**src/pkg/csd_defs.svh**
```systemverilog
// chip select decoder constants: register indices, field positions,
// reset values and widths; included by the package and the design files
`ifndef CSD_DEFS_SVH
`define CSD_DEFS_SVH

// register indices, byte address is four times the index
`define CSD_IDX_UPPER      8'hA0
`define CSD_IDX_LOWER      8'hA2
`define CSD_IDX_PERIPH     8'hA4
`define CSD_IDX_MID        8'hA6
`define CSD_IDX_AUX        8'hA8
`define CSD_IDX_SYSCFG     8'hF0
`define CSD_IDX_STATUS     8'hF2

// reset values
`define CSD_UPPER_RST      16'hF03B
`define CSD_REG_RST        16'h0000

// fields common to all select registers
`define CSD_RDY_BIT        2
`define CSD_WS_LSB         0
// upper and lower: address bits 19:12 in bits 15:8
`define CSD_EDGE_LSB       8
// midrange base: address bits 19:13 in bits 15:9
`define CSD_MID_BASE_LSB   9
// peripheral base: address bits 19:10 in bits 15:6
`define CSD_PER_BASE_LSB   6
// peripheral extra wait bits 4:3 extend the count to 0..15
`define CSD_PER_WSHI_LSB   3
// auxiliary register fields
`define CSD_AUX_SIZE_LSB   8
`define CSD_AUX_SIZE_MAX   3'd6
`define CSD_AUX_MEMSP_BIT  6
`define CSD_AUX_EXP_BIT    7
// own system configuration register
`define CSD_SYS_MCS0_BIT   0

// decode shapes
`define CSD_PER_BLOCKS     7
`define CSD_MID_QSHIFT     5'd11

`endif

```
**src/pkg/csd_pkg.sv**
```systemverilog
// chip select decoder types: state enum and the state structs
// of the three modules; widths follow the constants header
`include "csd_defs.svh"

package csd_pkg;

    // gray along idle, wait, ready, done
    typedef enum logic [1:0] {
        CSD_IDLE  = 2'b00,
        CSD_WAIT  = 2'b01,
        CSD_READY = 2'b11,
        CSD_DONE  = 2'b10
    } csd_wg_state_e;

    typedef struct packed {
        csd_wg_state_e st;
        logic [3:0]    cnt;
    } csd_wg_s;

    typedef struct packed {
        logic        pend;
        logic        wr;
        logic [7:0]  idx;
        logic        hreadyout;
        logic        hresp;
        logic [31:0] hrdata;
    } csd_bus_s;

    typedef struct packed {
        logic [15:0] upper;
        logic [15:0] lower;
        logic [15:0] periph;
        logic [15:0] mid;
        logic [15:0] aux;
        logic [15:0] syscfg;
        logic        lower_w;
        logic        per_w;
        logic        mid_w;
        logic        aux_w;
        logic        busy;
        logic        done;
        logic        last_dma;
        logic        ucs_n;
        logic        lcs_n;
        logic [3:0]  mcs_n;
        logic [3:0]  pcs_lo_n;
        logic [1:0]  pcs_hi_pin;
    } csd_core_s;

endpackage

```
**src/core/csd_wait_gen.sv**
```systemverilog
// wait-state and ready sequencer for one local bus cycle
// assumes start only while idle; ext_ready synchronous to clock
`timescale 1ns/1ps
`default_nettype none

module csd_wait_gen #(
    parameter int WS_W = 4
) (
    // clock and reset
    input  wire logic            clock,
    input  wire logic            rst_n,
    // cycle request
    input  wire logic            start,
    input  wire logic [WS_W-1:0] waits,
    input  wire logic            need_rdy,
    input  wire logic            ext_ready,
    // status
    output logic                 busy,
    output logic                 waiting,
    output logic                 done
);
    import csd_pkg::*;

    csd_wg_s s_r;
    csd_wg_s s_nxt;

    always_comb begin
        s_nxt = s_r;
        case (s_r.st)
            CSD_IDLE: begin
                if (start) begin
                    s_nxt.st  = CSD_WAIT;
                    s_nxt.cnt = 4'(waits);
                end
            end
            CSD_WAIT: begin
                // programmed waits always run out before ready counts
                if (s_r.cnt != 4'h0) begin
                    s_nxt.cnt = s_r.cnt - 4'h1;
                end else if (!need_rdy || ext_ready) begin
                    s_nxt.st = CSD_DONE;
                end else begin
                    s_nxt.st = CSD_READY;
                end
            end
            CSD_READY: begin
                if (ext_ready) begin
                    s_nxt.st = CSD_DONE;
                end
            end
            CSD_DONE: begin
                s_nxt.st = CSD_IDLE;
            end
            default: begin
                s_nxt.st = CSD_IDLE;
            end
        endcase
    end

    always_ff @(posedge clock or negedge rst_n) begin
        if (!rst_n) begin
            s_r <= '{st: CSD_IDLE, cnt: 4'h0};
        end else begin
            s_r <= s_nxt;
        end
    end

    assign busy    = (s_r.st != CSD_IDLE);
    assign waiting = (s_r.st == CSD_READY);
    assign done    = (s_r.st == CSD_DONE);

endmodule

`default_nettype wire

```
**src/core/csd_ahb_if.sv**
```systemverilog
// ahb-lite slave front end: one wait state per transfer
// assumes single word transfers; response always okay
`timescale 1ns/1ps
`default_nettype none

module csd_ahb_if (
    // clock and reset
    input  wire logic        clock,
    input  wire logic        rst_n,
    // ahb-lite
    input  wire logic        hsel,
    input  wire logic [31:0] haddr,
    input  wire logic [1:0]  htrans,
    input  wire logic        hwrite,
    input  wire logic        hready,
    output logic             hreadyout,
    output logic             hresp,
    output logic [31:0]      hrdata,
    // register side
    output logic [7:0]       reg_idx,
    output logic             reg_wr,
    input  wire logic [15:0] rd_data
);
    import csd_pkg::*;

    csd_bus_s s_r;
    csd_bus_s s_nxt;

    always_comb begin
        s_nxt = s_r;
        if (s_r.pend) begin
            s_nxt.pend      = 1'b0;
            s_nxt.hreadyout = 1'b1;
            s_nxt.hrdata    = s_r.wr ? 32'h0000_0000 : {16'h0000, rd_data};
        end else if (hsel && hready && htrans[1]) begin
            s_nxt.pend      = 1'b1;
            s_nxt.wr        = hwrite;
            s_nxt.idx       = haddr[9:2];
            s_nxt.hreadyout = 1'b0;
        end
    end

    always_ff @(posedge clock or negedge rst_n) begin
        if (!rst_n) begin
            s_r <= '{pend: 1'b0, wr: 1'b0, idx: 8'h00, hreadyout: 1'b1,
                     hresp: 1'b0, hrdata: 32'h0000_0000};
        end else begin
            s_r <= s_nxt;
        end
    end

    assign hreadyout = s_r.hreadyout;
    assign hresp     = s_r.hresp;
    assign hrdata    = s_r.hrdata;
    assign reg_idx   = s_r.idx;
    assign reg_wr    = s_r.pend && s_r.wr;

endmodule

`default_nettype wire

```
**src/core/csd_top.sv**
```systemverilog
// chip select decoder: registers, address decode and select outputs
// assumes cyc_* from the cpu or dma bus unit, synchronous to clock
// What this block does
// - every cpu or dma cycle in a programmed region asserts its select, save peripheral block four and, in address mode, blocks five and six.
// - latched address bits A1 and A2 can replace the two top pins.
// - six memory selects cover upper, lower and midrange regions.
// - peripheral selects each decode 256 bytes above one base.
// - six 16-bit writable registers hold the configuration.
// - index A0h sets up the upper and A2h the lower region.
// - the four midrange selects use the A6h and A8h registers.
// - peripheral selects use the base and the shared aux register.
// - peripheral select four decodes but has no output pin.
// - a system configuration bit changes midrange select zero.
// - after reset the upper select covers the top 64K, 3 waits, ready.
// - other selects stay off until their registers are written.
// - a ready bit of 1 ignores external ready, 0 requires it.
// - waits go to 15 for peripheral 0..3 and to 3 for the rest.
`timescale 1ns/1ps
`default_nettype none

`include "csd_defs.svh"

module csd_top #(
    parameter int ADDR_W = 20
) (
    // clock and reset
    input  wire logic              clock,
    input  wire logic              rst_n,
    // ahb-lite register bus
    input  wire logic              hsel,
    input  wire logic [31:0]       haddr,
    input  wire logic [1:0]        htrans,
    input  wire logic              hwrite,
    input  wire logic [2:0]        hsize,
    input  wire logic [31:0]       hwdata,
    input  wire logic              hready,
    output logic                   hreadyout,
    output logic                   hresp,
    output logic [31:0]            hrdata,
    // local bus cycle
    input  wire logic              cyc_start,
    input  wire logic [ADDR_W-1:0] cyc_addr,
    input  wire logic              cyc_io,
    input  wire logic              cyc_dma,
    input  wire logic              ext_ready,
    output logic                   cyc_busy,
    output logic                   cyc_done,
    // chip select pins
    output logic                   upper_region_select_n,
    output logic                   lower_region_select_n,
    output logic [3:0]             midrange_region_selects_n,
    output logic [3:0]             peripheral_block_selects_low_n,
    output logic [1:0]             peripheral_block_selects_high_n
);
    import csd_pkg::*;

    csd_core_s s_r;
    csd_core_s s_nxt;

    logic [7:0]        reg_idx;
    logic              reg_wr;
    logic [15:0]       rd_data;
    logic              wg_busy;
    logic              wg_wait;
    logic              wg_done;
    logic              start_ok;
    logic [3:0]        sel_ws;
    logic              sel_need;
    logic              mem_cyc;
    logic              mid_en;
    logic              per_en;
    logic              hit_up;
    logic              hit_lo;
    logic              hit_mid;
    logic [3:0]        mh;
    logic [6:0]        ph;
    logic [6:0]        ph_eff;
    logic [2:0]        msize;
    logic [ADDR_W-1:0] mid_base;
    logic [ADDR_W-1:0] mid_off;
    logic [ADDR_W-1:0] mid_sh;
    logic [ADDR_W:0]   mid_tot;
    logic [ADDR_W-1:0] per_base;
    logic [ADDR_W-1:0] per_off;
    logic              space_ok;

    // ready-required flag and 2-bit wait count of one select register
    function automatic logic [4:0] f_rdy_ws(input logic [15:0] r);
        f_rdy_ws = {!r[`CSD_RDY_BIT], 2'b00, r[`CSD_WS_LSB +: 2]};
    endfunction

    csd_ahb_if u_bus (
        .clock     (clock),
        .rst_n     (rst_n),
        .hsel      (hsel),
        .haddr     (haddr),
        .htrans    (htrans),
        .hwrite    (hwrite),
        .hready    (hready),
        .hreadyout (hreadyout),
        .hresp     (hresp),
        .hrdata    (hrdata),
        .reg_idx   (reg_idx),
        .reg_wr    (reg_wr),
        .rd_data   (rd_data)
    );

    csd_wait_gen #(.WS_W(4)) u_wait (
        .clock     (clock),
        .rst_n     (rst_n),
        .start     (start_ok),
        .waits     (sel_ws),
        .need_rdy  (sel_need),
        .ext_ready (ext_ready),
        .busy      (wg_busy),
        .waiting   (wg_wait),
        .done      (wg_done)
    );

    assign mid_en   = s_r.mid_w && s_r.aux_w;
    assign per_en   = s_r.per_w && s_r.aux_w;
    assign mem_cyc  = !cyc_io;
    assign start_ok = cyc_start && !s_r.busy && !wg_busy;

    assign per_base = {s_r.periph[15:`CSD_PER_BASE_LSB], 10'h000};
    assign per_off  = cyc_addr - per_base;
    assign space_ok = s_r.aux[`CSD_AUX_MEMSP_BIT] ? mem_cyc : cyc_io;

    // one 256-byte block per peripheral select
    generate
        for (genvar g = 0; g < `CSD_PER_BLOCKS; g++) begin : g_blk
            assign ph[g] = per_en && space_ok && (cyc_addr >= per_base)
                        && (per_off[ADDR_W-1:8] == (ADDR_W-8)'(g));
        end
    endgenerate

    // top two pins lose their selects in address mode
    assign ph_eff = {ph[6:5] & {2{s_r.aux[`CSD_AUX_EXP_BIT]}}, ph[4:0]};

    // upper, lower and midrange memory ranges
    always_comb begin
        hit_up = mem_cyc
              && (cyc_addr >= {s_r.upper[15:`CSD_EDGE_LSB], 12'h000});
        hit_lo = s_r.lower_w && mem_cyc
              && (cyc_addr <= {s_r.lower[15:`CSD_EDGE_LSB], 12'hFFF});
        msize  = s_r.aux[`CSD_AUX_SIZE_LSB +: 3];
        if (msize > `CSD_AUX_SIZE_MAX) begin
            msize = `CSD_AUX_SIZE_MAX;
        end
        // base from midrange register, size from aux register
        mid_base = {s_r.mid[15:`CSD_MID_BASE_LSB], 13'h0000};
        mid_off  = cyc_addr - mid_base;
        mid_tot  = (ADDR_W+1)'(21'h002000 << msize);
        mid_sh   = mid_off >> (`CSD_MID_QSHIFT + 5'(msize));
        hit_mid  = mid_en && mem_cyc && (cyc_addr >= mid_base)
                && ({1'b0, mid_off} < mid_tot);
        mh = 4'h0;
        if (hit_mid) begin
            // midrange zero may take the whole range
            if (s_r.syscfg[`CSD_SYS_MCS0_BIT]) begin
                mh = 4'h1;
            end else begin
                mh = 4'h1 << mid_sh[1:0];
            end
        end
    end

    // ready and wait count of the hit region
    always_comb begin
        {sel_need, sel_ws} = 5'h00;
        if (hit_up) begin
            {sel_need, sel_ws} = f_rdy_ws(s_r.upper);
        end else if (hit_lo) begin
            {sel_need, sel_ws} = f_rdy_ws(s_r.lower);
        end else if (hit_mid) begin
            {sel_need, sel_ws} = f_rdy_ws(s_r.mid);
        end else if (|ph_eff[3:0]) begin
            sel_need = !s_r.periph[`CSD_RDY_BIT];
            sel_ws   = {s_r.periph[`CSD_PER_WSHI_LSB +: 2],
                        s_r.periph[`CSD_WS_LSB +: 2]};
        end else if (|ph_eff[6:4]) begin
            // block four keeps its wait logic without a pin
            {sel_need, sel_ws} = f_rdy_ws(s_r.aux);
        end
    end

    // register read mux
    always_comb begin
        case (reg_idx)
            `CSD_IDX_UPPER:  rd_data = s_r.upper;
            `CSD_IDX_LOWER:  rd_data = s_r.lower;
            `CSD_IDX_PERIPH: rd_data = s_r.periph;
            `CSD_IDX_MID:    rd_data = s_r.mid;
            `CSD_IDX_AUX:    rd_data = s_r.aux;
            `CSD_IDX_SYSCFG: rd_data = s_r.syscfg;
            `CSD_IDX_STATUS: rd_data = {7'h00, s_r.last_dma, wg_wait,
                                        s_r.busy, s_r.aux_w, s_r.mid_w,
                                        s_r.per_w, s_r.lower_w, mid_en,
                                        per_en};
            default:         rd_data = 16'h0000;
        endcase
    end

    always_comb begin
        s_nxt      = s_r;
        s_nxt.done = wg_done;
        // cpu and dma cycles decode alike
        if (start_ok) begin
            s_nxt.busy     = 1'b1;
            s_nxt.last_dma = cyc_dma;
            // selects latched active low for the cycle
            s_nxt.ucs_n    = !hit_up;
            s_nxt.lcs_n    = !hit_lo;
            s_nxt.mcs_n    = ~mh;
            s_nxt.pcs_lo_n = ~ph_eff[3:0];
            // latched A2 and A1 on the top pins in address mode, selects of blocks six and five in select mode
            s_nxt.pcs_hi_pin = s_r.aux[`CSD_AUX_EXP_BIT] ? ~ph_eff[6:5]
                                                         : cyc_addr[2:1];
        end else if (wg_done) begin
            s_nxt.busy     = 1'b0;
            s_nxt.ucs_n    = 1'b1;
            s_nxt.lcs_n    = 1'b1;
            s_nxt.mcs_n    = 4'hF;
            s_nxt.pcs_lo_n = 4'hF;
            if (s_r.aux[`CSD_AUX_EXP_BIT]) begin
                s_nxt.pcs_hi_pin = 2'b11;
            end
        end else if (!s_r.busy && s_r.aux[`CSD_AUX_EXP_BIT]) begin
            // idle select pins stay released once switched to select mode
            s_nxt.pcs_hi_pin = 2'b11;
        end
        // five select registers plus own config
        if (reg_wr) begin
            case (reg_idx)
                `CSD_IDX_UPPER: s_nxt.upper = hwdata[15:0];
                `CSD_IDX_LOWER: begin
                    s_nxt.lower   = hwdata[15:0];
                    s_nxt.lower_w = 1'b1;
                end
                `CSD_IDX_PERIPH: begin
                    s_nxt.periph = hwdata[15:0];
                    s_nxt.per_w  = 1'b1;
                end
                `CSD_IDX_MID: begin
                    s_nxt.mid   = hwdata[15:0];
                    s_nxt.mid_w = 1'b1;
                end
                `CSD_IDX_AUX: begin
                    s_nxt.aux   = hwdata[15:0];
                    s_nxt.aux_w = 1'b1;
                end
                `CSD_IDX_SYSCFG: s_nxt.syscfg = hwdata[15:0];
                default: begin
                end
            endcase
        end
    end

    // upper register comes out of reset active
    always_ff @(posedge clock or negedge rst_n) begin
        if (!rst_n) begin
            s_r <= '{upper: `CSD_UPPER_RST, lower: `CSD_REG_RST,
                     periph: `CSD_REG_RST, mid: `CSD_REG_RST,
                     aux: `CSD_REG_RST, syscfg: `CSD_REG_RST,
                     lower_w: 1'b0, per_w: 1'b0, mid_w: 1'b0, aux_w: 1'b0,
                     busy: 1'b0, done: 1'b0, last_dma: 1'b0,
                     ucs_n: 1'b1, lcs_n: 1'b1, mcs_n: 4'hF, pcs_lo_n: 4'hF,
                     pcs_hi_pin: 2'b00};
        end else begin
            s_r <= s_nxt;
        end
    end

    assign cyc_busy                        = s_r.busy;
    assign cyc_done                        = s_r.done;
    assign upper_region_select_n           = s_r.ucs_n;
    assign lower_region_select_n           = s_r.lcs_n;
    assign midrange_region_selects_n       = s_r.mcs_n;
    assign peripheral_block_selects_low_n  = s_r.pcs_lo_n;
    assign peripheral_block_selects_high_n = s_r.pcs_hi_pin;

    logic       sel_need_q;
    logic [3:0] sel_ws_q;

    always_ff @(posedge clock or negedge rst_n) begin
        if (!rst_n) begin
            sel_need_q <= 1'b0;
            sel_ws_q   <= 4'h0;
        end else if (start_ok) begin
            sel_need_q <= sel_need;
            sel_ws_q   <= sel_ws;
        end
    end
endmodule

`default_nettype wire

```
**config.mk**
```make
export PLATFORM = sky130hd
export DESIGN_NAME = csd_top
export DESIGN_NICKNAME = d
export VERILOG_FILES = /design/src/pkg/csd_pkg.sv /design/src/core/csd_wait_gen.sv /design/src/core/csd_ahb_if.sv /design/src/core/csd_top.sv
export VERILOG_INCLUDE_DIRS = /design/src /design/src/pkg
export SDC_FILE = /design/constraint.sdc
export NUM_CORES = 1
export LEC_CHECK = 0
export ABC_AREA = 1
export BUFFER_PORTS_ARGS = -buffer_cell sky130_fd_sc_hd__buf_2
export CORE_MARGIN = 5
export CORE_UTILIZATION = 30
export CTS_CLUSTER_DIAMETER = 100
export DETAILED_ROUTE_END_ITERATION = 6
export GPL_ROUTABILITY_DRIVEN = 0
export PLACE_DENSITY = 0.5
export SLEW_MARGIN = 25
export SYNTH_ARGS = -nofsm -noshare
export SYNTH_HDL_FRONTEND = slang
export SYNTH_SLANG_ARGS = --single-unit
```
**constraint.sdc**
```tcl
create_clock -name clock -period 6.1 [get_ports clock]
set_input_delay 1.83 -clock clock [delete_from_list [all_inputs] [get_ports clock]]
set_output_delay 1.83 -clock clock [all_outputs]
set_load 0.005 [all_outputs]
```
# [Word level (Yosys, flattened, before mapping)]
# Cells that the tools add are included.
[op_classes] addsub=4 n_eq_ne=21 n_bitwise=5 order_cmp=6 shifts=3 reduce_logical=55 n_mux=34
[ops] operator="16-bit one-hot mux with 7 select lines" n=1
[ops] operator="20-bit greater-or-equal comparator" n=3
[ops] operator="8-bit == test (second input constant)" n=7
[ops] operator="20-bit subtractor" n=2
[ops] operator="12-bit by 3-bit == test with 1-bit output (second input constant)" n=3
[ops] operator="4-bit two-way mux" n=7
[ops] operator="12-bit by 2-bit == test with 1-bit output (second input constant)" n=2
[ops] operator="1-bit logical AND" n=23
[ops] operator="20-bit by 21-bit < comparator with 1-bit output" n=1
[ops] operator="14-bit by 3-bit << shifter with 21-bit output (first input constant)" n=1
[ops] operator="20-bit less-or-equal comparator" n=1
[ops] operator="20-bit by 5-bit right shift with 2-bit output" n=1
[ops] operator="16-bit two-way mux" n=1
[ops] operator="2-bit AND reduction" n=8
[ops] operator="2-bit two-way mux" n=7
[ops] operator="12-bit by 1-bit == test with 1-bit output (second input constant)" n=1
[ops] operator="12-bit zero test" n=1
[ops] operator="12-bit two-way mux" n=1
[ops] operator="1-bit zero test" n=11
[ops] operator="1-bit two-way mux" n=11
[ops] operator="11-bit two-way mux" n=1
[ops] operator="10-bit two-way mux" n=1
[ops] operator="4-bit NOT" n=2
[ops] operator="2-bit one-hot mux with 4 select lines" n=1
[ops] operator="23 further kinds" n=30
[totals] inputBits=98 reg_bits=164 elab_cells=153 output_inout_bits=48

# [Depth between registers and ports, before layout]
# Gate-level depths: netlist (run 1).
[depth] depth_word=17 mapped_depth=23 depth_no_buf=23

# [Cells and area by module]
# A second synthesis (run 1) with hierarchy kept.
[unflattened] cells_unflattened=1191 hier_area_um2=9024.9
[modules_own_cells] module="csd_top" seq_area_each_um2=2901.5 n_inst=1 cells_per_inst=978 area_each_um2=7216.9
[modules_own_cells] module="csd_ahb_if" seq_area_each_um2=676.9 n_inst=1 cells_per_inst=160 area_each_um2=1425.1
[modules_own_cells] module="csd_wait_gen" seq_area_each_um2=150.1 n_inst=1 cells_per_inst=53 area_each_um2=382.9

# [Worst setup path before layout (run 1)]
# Ideal clock, no wire load.
[synth_path] kind="input port to flip-flop" startpoint="in cyc_addr[13]" endpoint="reg s_r (netlist bit midrange_region_selects_n[3])" stages=20 t_required_ps=6020 path_buffers=0 setup_slack_ps=1727 setup_time_ps=80 arrival_time_ps=4293 path_cell_list="inv_1 > ha_1 > inv_1 > fa_1 > nand3_1 > nand2_1 > a21oi_1 > nor2_1 > nor2_1 > xor2_1 > ha_1 > nand3_1 > nor3_1 > nand2_1 > o211ai_1 > a31oi_1 > nand2_1 > inv_1 > nand4_1 > o22a_1"
[synth_between] elab_chain_cells=7 elab_cells_between_ends=11 classes_between="1 x add/sub; 2 x order compare; 2 x shift; 3 x mux; 1 x bitwise; 2 x reduce/logical"
[synth_rtl] element="start, declared" line="csd_top.sv:42" text="input wire logic [ADDR_W-1:0] cyc_addr,"
[synth_rtl] element="branches (longest 4 deep; another with 20-bit by 21-bit < comparator with 1-bit output)"
[synth_rtl] element="4-bit two-way mux *" line="csd_top.sv:158" text="if (hit_mid) begin"
[synth_rtl] element="4-bit NOT *" line="csd_top.sv:214" text="s_nxt.mcs_n = ~mh;"
[synth_rtl] element="12-bit two-way mux *" line="csd_top.sv:208" text="if (start_ok) begin"
[synth_rtl] element="end signal, assigned" line="csd_top.sv:262" text="s_r <= '{upper: `CSD_UPPER_RST, lower: `CSD_REG_RST,"
[synth_rtl] element="end signal, assigned" line="csd_top.sv:270" text="s_r <= s_nxt;"
[synth_rtl] element="end, declared" line="csd_top.sv:57" text="csd_core_s s_r;"
# Mark *: on every way between the ends.
# A chain may end at the register's enable or synchronous reset.

# [Worst setup path in the final report (run 1)]
[layout_path] startpoint="in cyc_addr[13]" endpoint="reg s_r (netlist bit midrange_region_selects_n[1])"
# The elaborated chain is that of the path after synthesis.

==> impl_metrics.tcl, run 1 <==
set metrics [dict create \
    run_status "complete, no violations" \
    cts_tree "done" \
    hold_depth 1 \
    start_kind "primary input" \
    ant_nets 0 \
    dp_cells 1522 \
    path_max_fanout 4 \
    cts_setup_buffers 0 \
    synth_top_area_cell "dfrtp_1" \
    drcViolationCount 0 \
    rows 62 \
    grt_max_degree 108 \
    maxCapViolCount 0 \
    crit_start "cyc_addr[13]" \
    die_h_um 180 \
    p_switching_uw 813 \
    drt_iter0_drc 602 \
    dpl_cell_area_um2 9270 \
    drv_slew 0 \
    cts_buffer_depth 2 \
    ys_warn_count 0 \
    layoutNonFillerInstCount 1554 \
    drtPass1Iterations 5 \
    synthCells 1105 \
    combPwrFrac 0.169 \
    finalWirelength_mm 25.8 \
    fin_setup_tns_ns 0 \
    ir_drop_mv 0.187 \
    cts_made_buffers 17 \
    synth_compound_area_frac 0.164 \
    critPathKind "in -> reg" \
    utilization 0.345 \
    grt_use_total 0.158 \
    pwr-share-seq 0.413 \
    fin_area_um2 9890 \
    leakagePower_nw 5.36 \
    max_slew_margin 0.373 \
    die_area_um2 32500 \
    finalHoldViolations 0 \
    vias 7412 \
    synthArstFlopShare 1.00 \
    regArea_um2 3730 \
    period_needed_ns 4.72 \
    synth-edff-count 0 \
    grt_antenna_before_repair 0 \
    synth-main-ff-cell "dfrtp_1" \
    synth-simple-area-share 0.220 \
    cts_resized 0 \
    worstSkewPairLatency_ns 0.44 \
    routed_via_density 4.77 \
    core_area_um2 28700 \
    critPathRequiredTime_ns 6.45 \
    synth.distinct_cells 52 \
    dp_hpwl_mm 19.2 \
    fillers 3081 \
    multi_input_area_um2 4020 \
    synth_fa_ha_area_frac 0.0635 \
    worst_pin_slew_ns 0.937 \
    area_growth_pct 13.6 \
    grt_pass1_vias 7006 \
    p_sw_frac 0.310 \
    grt-ovfl-total 0 \
    clkTransAtPathRegs_ns 0.06 \
    synth-seq-cells 148 \
    crit_arrival_ns 5.07 \
    intPower_mw 1.81 \
    synth_xor_area_frac 0.00604 \
    io_pins 146 \
    diodes 0 \
    root_buffer "clkbuf_16" \
    hp-start "u_wait.s_r[4]" \
    r2r-end "midrange_region_selects_n[1]" \
    io_buffer_count 84 \
    final_nets 1298 \
    routedWlPerCell_um 16.6 \
    synth-seq-area-share 0.428 \
    htreeDepth 4 \
    fin_skew_ns 0.0223 \
    cp-end-kind "register" \
    cts_hold_buf 0 \
    die_x_um 180 \
    hold-worst-slack_ns 0.479 \
    synth_top_area_frac 0.368 \
    synthMuxAreaShare 0 \
    synth_area_leaders "dfrtp_1 37%, nand2_1 13%, o21ai_0 7.3%" \
    grt_first_pass_wirelength_mm 40.7 \
    r2r_cells 19 \
    cts_sinks 148 \
    rsz0062_at_grt "no" \
    start_util 0.303 \
    rr_startpoint "mid_base[13]" \
    clock.fmax_mhz 212 \
    rrSetupSlack_ns 2.58 \
    syn_area_um2 8700 \
    drive_gt1_frac 0.156 \
    powerDensity_nw_per_um2 265 \
    avgSynthCellArea_um2 7.88 \
    min_to "cyc_done" \
    period_share 0.774 \
    synth_top_family_by_area "simple AND/OR/NAND/NOR gates" \
    hp-class "reg -> reg" \
    finalSetupViolCount 0 \
    clkPwrFrac 0.418 \
]
placed cells by master (no fill, tap or decap), drive strengths merged, types with 2 or more instances in the layout:
cell type	synthesis	routed
a221oi	10	10
or2	5	5
nor4	6	6
nor2	53	53
fa	2	2
a31oi	4	4
nand3	28	28
conb	1	17
buf	47	86
nand4	28	28
nand2	302	302
o2111ai	8	8
o22a	2	2
ha	41	41
bufinv	0	2
xor2	5	5
nand3b	2	2
a21oi	41	41
o22ai	12	12
a22o	14	14
clkinv	2	6
o21ai	130	130
dfrtp	128	128
o31ai	6	6
o211ai	4	4
o221ai	3	3
dfstp	20	20
clkbuf	22	17
o21a	2	2
inv	158	166
nor3	14	14
synthesized netlist by cell type, types with 3 or more instances:
| cell type | instances |
|---|---|
| inv_2 | 8 |
| nand3_1 | 24 |
| buf_4 | 43 |
| ha_1 | 41 |
| dfstp_2 | 20 |
| nand2_1 | 294 |
| o2111ai_1 | 8 |
| o21ai_1 | 3 |
| o21ai_0 | 127 |
| nand4_1 | 26 |
| nand2_2 | 7 |
| buf_2 | 3 |
| a21oi_1 | 37 |
| a21oi_2 | 4 |
| inv_1 | 150 |
| xor2_1 | 5 |
| nor2_1 | 50 |
| a22o_1 | 14 |
| nand3_2 | 3 |
| a31oi_1 | 4 |
| clkbuf_1 | 22 |
| dfrtp_1 | 128 |
| nor4_1 | 5 |
| o221ai_1 | 3 |
| o22ai_1 | 12 |
| a221oi_1 | 10 |
| or2_2 | 4 |
| o31ai_1 | 6 |
| nor3_1 | 11 |
per-stage QoR:
stage / power [mW] / setup slack, ns
after CTS: 2.65 / 1.37
after floorplan: 1.40 / 1.73
after global placement: 1.54 / 0.971
final: 2.62 / 1.38
after detailed placement: 1.55 / 0.924
after global routing: 2.76 / 1.14
area by class of cell:
| cell class | count | area share |
|---|---|---|
| sequential | 148 | 0.377 |
| multi-input combinational | 744 | 0.407 |
| clock buffer | 17 | 0.0430 |
| clock inverter | 15 | 0.0189 |
| tap | 384 | 0.0486 |
| timing repair buffer | 86 | 0.0450 |
| inverter | 160 | 0.0607 |
critical path: stages:
cell	delay [ns]
buf_2	0.13
inv_1	0.06
ha_1	0.16
inv_1	0.05
fa_1	0.39
nand3_1	0.10
nand2_1	0.08
a21oi_1	0.13
nor2_1	0.05
nor2_1	0.12
xor2_1	0.19
ha_1	0.27
nand3_1	0.12
nor3_1	0.07
nand2_1	0.07
o211ai_1	0.07
a31oi_1	0.41
nand2_1	0.20
inv_1	0.20
nand4_1	0.15
o22a_1	0.20
sequential cells by signal, summed over array words and instances (netlist names), 4 cells and up:
signal                          cells
peripheral_block_selects_low_n      4
u_bus.reg_idx                       8
midrange_region_selects_n           4
u_wait.s_r                          6
per_base                           10
mid_base                            7
s_r                                84
u_bus.hrdata                       16
metal layers:
layer | global-route usage | vias to the layer above | routed length, um
met5 | 0 | - | 0
met4 | 0.0360 | 0 | 294
met3 | 0.0246 | 25 | 1250
met2 | 0.242 | 199 | 11200
met1 | 0.234 | 3489 | 13000
li1 | - | 3699 | -
how the worst max path moves through the flow:
stage,to,slack (ns),depth (start not counted)
after detailed placement,midrange_region_selects_n[1],0.92,21
after global routing,midrange_region_selects_n[1],1.14,21
after CTS,midrange_region_selects_n[1],1.37,21
final,midrange_region_selects_n[1],1.38,21
after global placement,midrange_region_selects_n[3],0.97,21
after floorplan,midrange_region_selects_n[3],1.73,20
power groups by stage:
stage / sequential [mW] / combinational, mW / clock (mW)
final: 1.08 / 0.444 / 1.10
after global routing: 1.09 / 0.511 / 1.16
after CTS: 1.08 / 0.447 / 1.12
after detailed placement: 1.10 / 0.447 / 0
after global placement: 1.10 / 0.437 / 0
after floorplan: 1.09 / 0.308 / 0
cell families after synthesis:
group / count (synthesis)
compound gates: 240
xor+xnor: 6
fa+ha+maj: 43
buf+inv: 229
flops: 148
other cells: 1
simple gates: 438
(Power assumes the default switching activity.)
==> run 2, diff against run 1 <==
Settings changed: ABC_AREA 1 to 0, PLACE_DENSITY 0.5 to 0.52.
Clock period 6.1 ns to 4 ns, I/O delays scaled along.
==> run 2 against run 1 <==
Net effect:
- via count down 13%
- critical path type unchanged
- hold slack better by 0.012 ns
- total power up 52%
- global-route usage down 0.45 points
- critical endpoint is now u_wait.s_r[0]
==> impl_metrics.tcl, run 2 <==
set metrics [dict create \
    run_status "complete, no violations" \
    fillers 2819 \
    cp_slowest_cell "fa_2" \
    synthArstFlopShare 1.00 \
    avgSynthCellArea_um2 10.3 \
    finalHoldViolations 0 \
    synth_top_area_cell "dfrtp_1" \
    leakagePower_nw 4.55 \
    use_met2 0.226 \
    cts_resized 0 \
    synth-seq-area-share 0.438 \
    grt_antenna_before_repair 0 \
    use_met3 0.0350 \
    synth.most_common_cell "dfrtp_1" \
    root_buffer "clkbuf_16" \
    htreeDepth 4 \
    path_buf_inv 3 \
    cts_setup_buffers 0 \
    grt-ovfl-total 0 \
    final_cell_mix "128 x dfrtp_1, 84 x nand2_1, 83 x buf_2, 82 x mux2_2, 70 x inv_1" \
    yosys-top-cells-count "128 x dfrtp_1, 84 x nand2_1, 82 x mux2_2" \
    max_slew_margin 0.317 \
    maxCapViolCount 0 \
    synth_compound_area_frac 0.158 \
    cts_hold_buf 0 \
    cpPeakStageDelay_ns 0.33 \
    io_pins 146 \
    grt_max_degree 68 \
    start_util 0.305 \
    cts_buffer_depth 2 \
    synth_fa_ha_area_frac 0.0662 \
    synth_area_leaders "dfrtp_1 38%, mux2_2 11%, dfstp_2 6.2%" \
    die_x_um 178 \
    finalWirelength_mm 24.0 \
    cpLargestDelayFamily "compound AO/OA/AOI/OAI gates" \
    synth-simple-area-share 0.127 \
    fin_skew_ns 0.0206 \
    core_area_um2 27900 \
    busiest_layer "met1" \
    start_kind "primary input" \
    post-place-ws_ns -0.433 \
    powerDensity_nw_per_um2 400 \
    clkTransAtPathRegs_ns 0.07 \
    cts_made_buffers 17 \
    period_share 0.929 \
    crit_arrival_ns 4.03 \
    path_max_fanout 8 \
    synthCells 827 \
    regMostFlops "s_r" \
    synth_xor_area_frac 0.00824 \
    critPathRequiredTime_ns 4.31 \
    fin_setup_tns_ns 0 \
    met1_usage 0.229 \
    synth-edff-count 0 \
    synth-main-ff-cell "dfrtp_1" \
    multi_input_area_um2 4140 \
    drcViolationCount 0 \
    synth_top_area_frac 0.377 \
    hp-class "reg -> reg" \
    rows 61 \
    routedWlPerCell_um 18.3 \
    grt_first_pass_wirelength_mm 37.4 \
    clock.fmax_mhz 269 \
    die_h_um 178 \
    grt_use_total 0.153 \
    worst_pin_slew_ns 1.02 \
    vias 6470 \
    synthMuxAreaShare 0.115 \
    syn_area_um2 8510 \
    ir_drop_mv 0.265 \
    drv_slew 0 \
    io_buffer_count 84 \
    synth-seq-cells 148 \
    largest_reg_flops 84 \
    rsz0062_at_grt "no" \
    ys_warn_count 0 \
    cts_tree "done" \
    fin_ws_ns 0.285 \
    drt_iter0_drc 402 \
    final_nets 1058 \
    ant_nets 0 \
    regArea_um2 3730 \
    area_growth_pct 17.5 \
    drive_gt1_frac 0.317 \
    routed_via_density 4.94 \
    grt_pass1_vias 6327 \
    cts_sinks 148 \
    worstSkewPairLatency_ns 0.44 \
    dp_hpwl_mm 17.8 \
    synth.distinct_cells 84 \
    path_cells "buf_2, inv_1, ha_1, inv_1, fa_2, a21o_1, a21oi_2, o21bai_1, a21oi_1, xnor2_1, ha_1, nor4bb_1, o221ai_1, a21oi_2, o41ai_4, nand2_1, nor2_1, a211oi_1, o21ai_1" \
    synth_top_family_by_area "compound AO/OA/AOI/OAI gates" \
    final_common_cell "dfrtp_1" \
    drtPass1Iterations 5 \
    critPathKind "in -> reg" \
    finalSetupViolCount 0 \
    cp-end-kind "register" \
    die_area_um2 31800 \
    period_needed_ns 3.71 \
]
[run 2: cell count changes after synthesis, sizes merged, moves of 11 or more]
cell   change
nor2      -20
o21ai     -85
a21oi     -14
a22oi     +20
mux2      +82
nand3     -11
nand4     -23
nand2    -218
a22o      -13
inv       -88
[run 2: power breakdown]
group	leakage [nW]	switching, mW	internal (mW)
logic	2.49	0.361	0.273
registers	1.79	0.115	1.61
clock network	0.278	0.702	0.937
[run 2: path summary, 6_finish.rpt]
check                                start               to  slack [ns]  cells past startpoint
setup / recovery              cyc_addr[13]    u_wait.s_r[0]        0.29                     19
hold / removal             u_bus.hreadyout  u_bus.hreadyout        0.49                      2
setup reg to reg              mid_base[14]    u_wait.s_r[0]        0.75                     15
hold reg to reg            u_bus.hreadyout  u_bus.hreadyout        0.49                      2
max in group asynchronous            rst_n         s_r[104]        2.38                      2
min in group asynchronous            rst_n          s_r[12]        0.72                      1
[run 2: layer usage]
layer,wire (um),part of all wire
met1,12100,0.50
met2,10400,0.43
met3,1320,0.055
met4,229,0.0095
met5,0,0
[run 2: final cells by class]
cell class              instances  area share
clock buffers                  18      0.0429
repair buffers                131      0.0792
inverters                      70      0.0263
flip-flops and latches        148       0.373
well taps                     378      0.0473
diodes                          1    0.000250
clock inverters                14      0.0165
multi-input cells             549       0.414
[run 2: metrics by stage]
| stage | cells | total power [mW] | cell area (um2) | hold slack, ns | utilization |
|---|---|---|---|---|---|
| floorplan | 843 | 2.15 | 8570 | 0.447 | - |
| global placement | 1276 | 2.38 | 9390 | 0.474 | 0.337 |
| detailed placement | 1276 | 2.39 | 9390 | 0.477 | 0.337 |
| CTS | 1308 | 4.05 | 9980 | 0.491 | 0.358 |
| global route | 1308 | 4.20 | 9990 | 0.506 | 0.359 |
| finish | 1309 | 4.00 | 9990 | 0.491 | 0.359 |
[run 2: worst min-delay path: cells and delay by family, from the launching register on]
family / cells / cell delay [ns]
simple gates: 2 / 0.12
flops: 1 / 0.37
[run 2: logic make-up after synthesis]
group	count (synthesis)
buffers and inverters	146
AND/OR/NAND/NOR	209
flip-flops	148
XOR/XNOR	8
adder cells (fa/ha/maj)	44
multiplexers	85
other	1
AO/OA/AOI/OAI	186
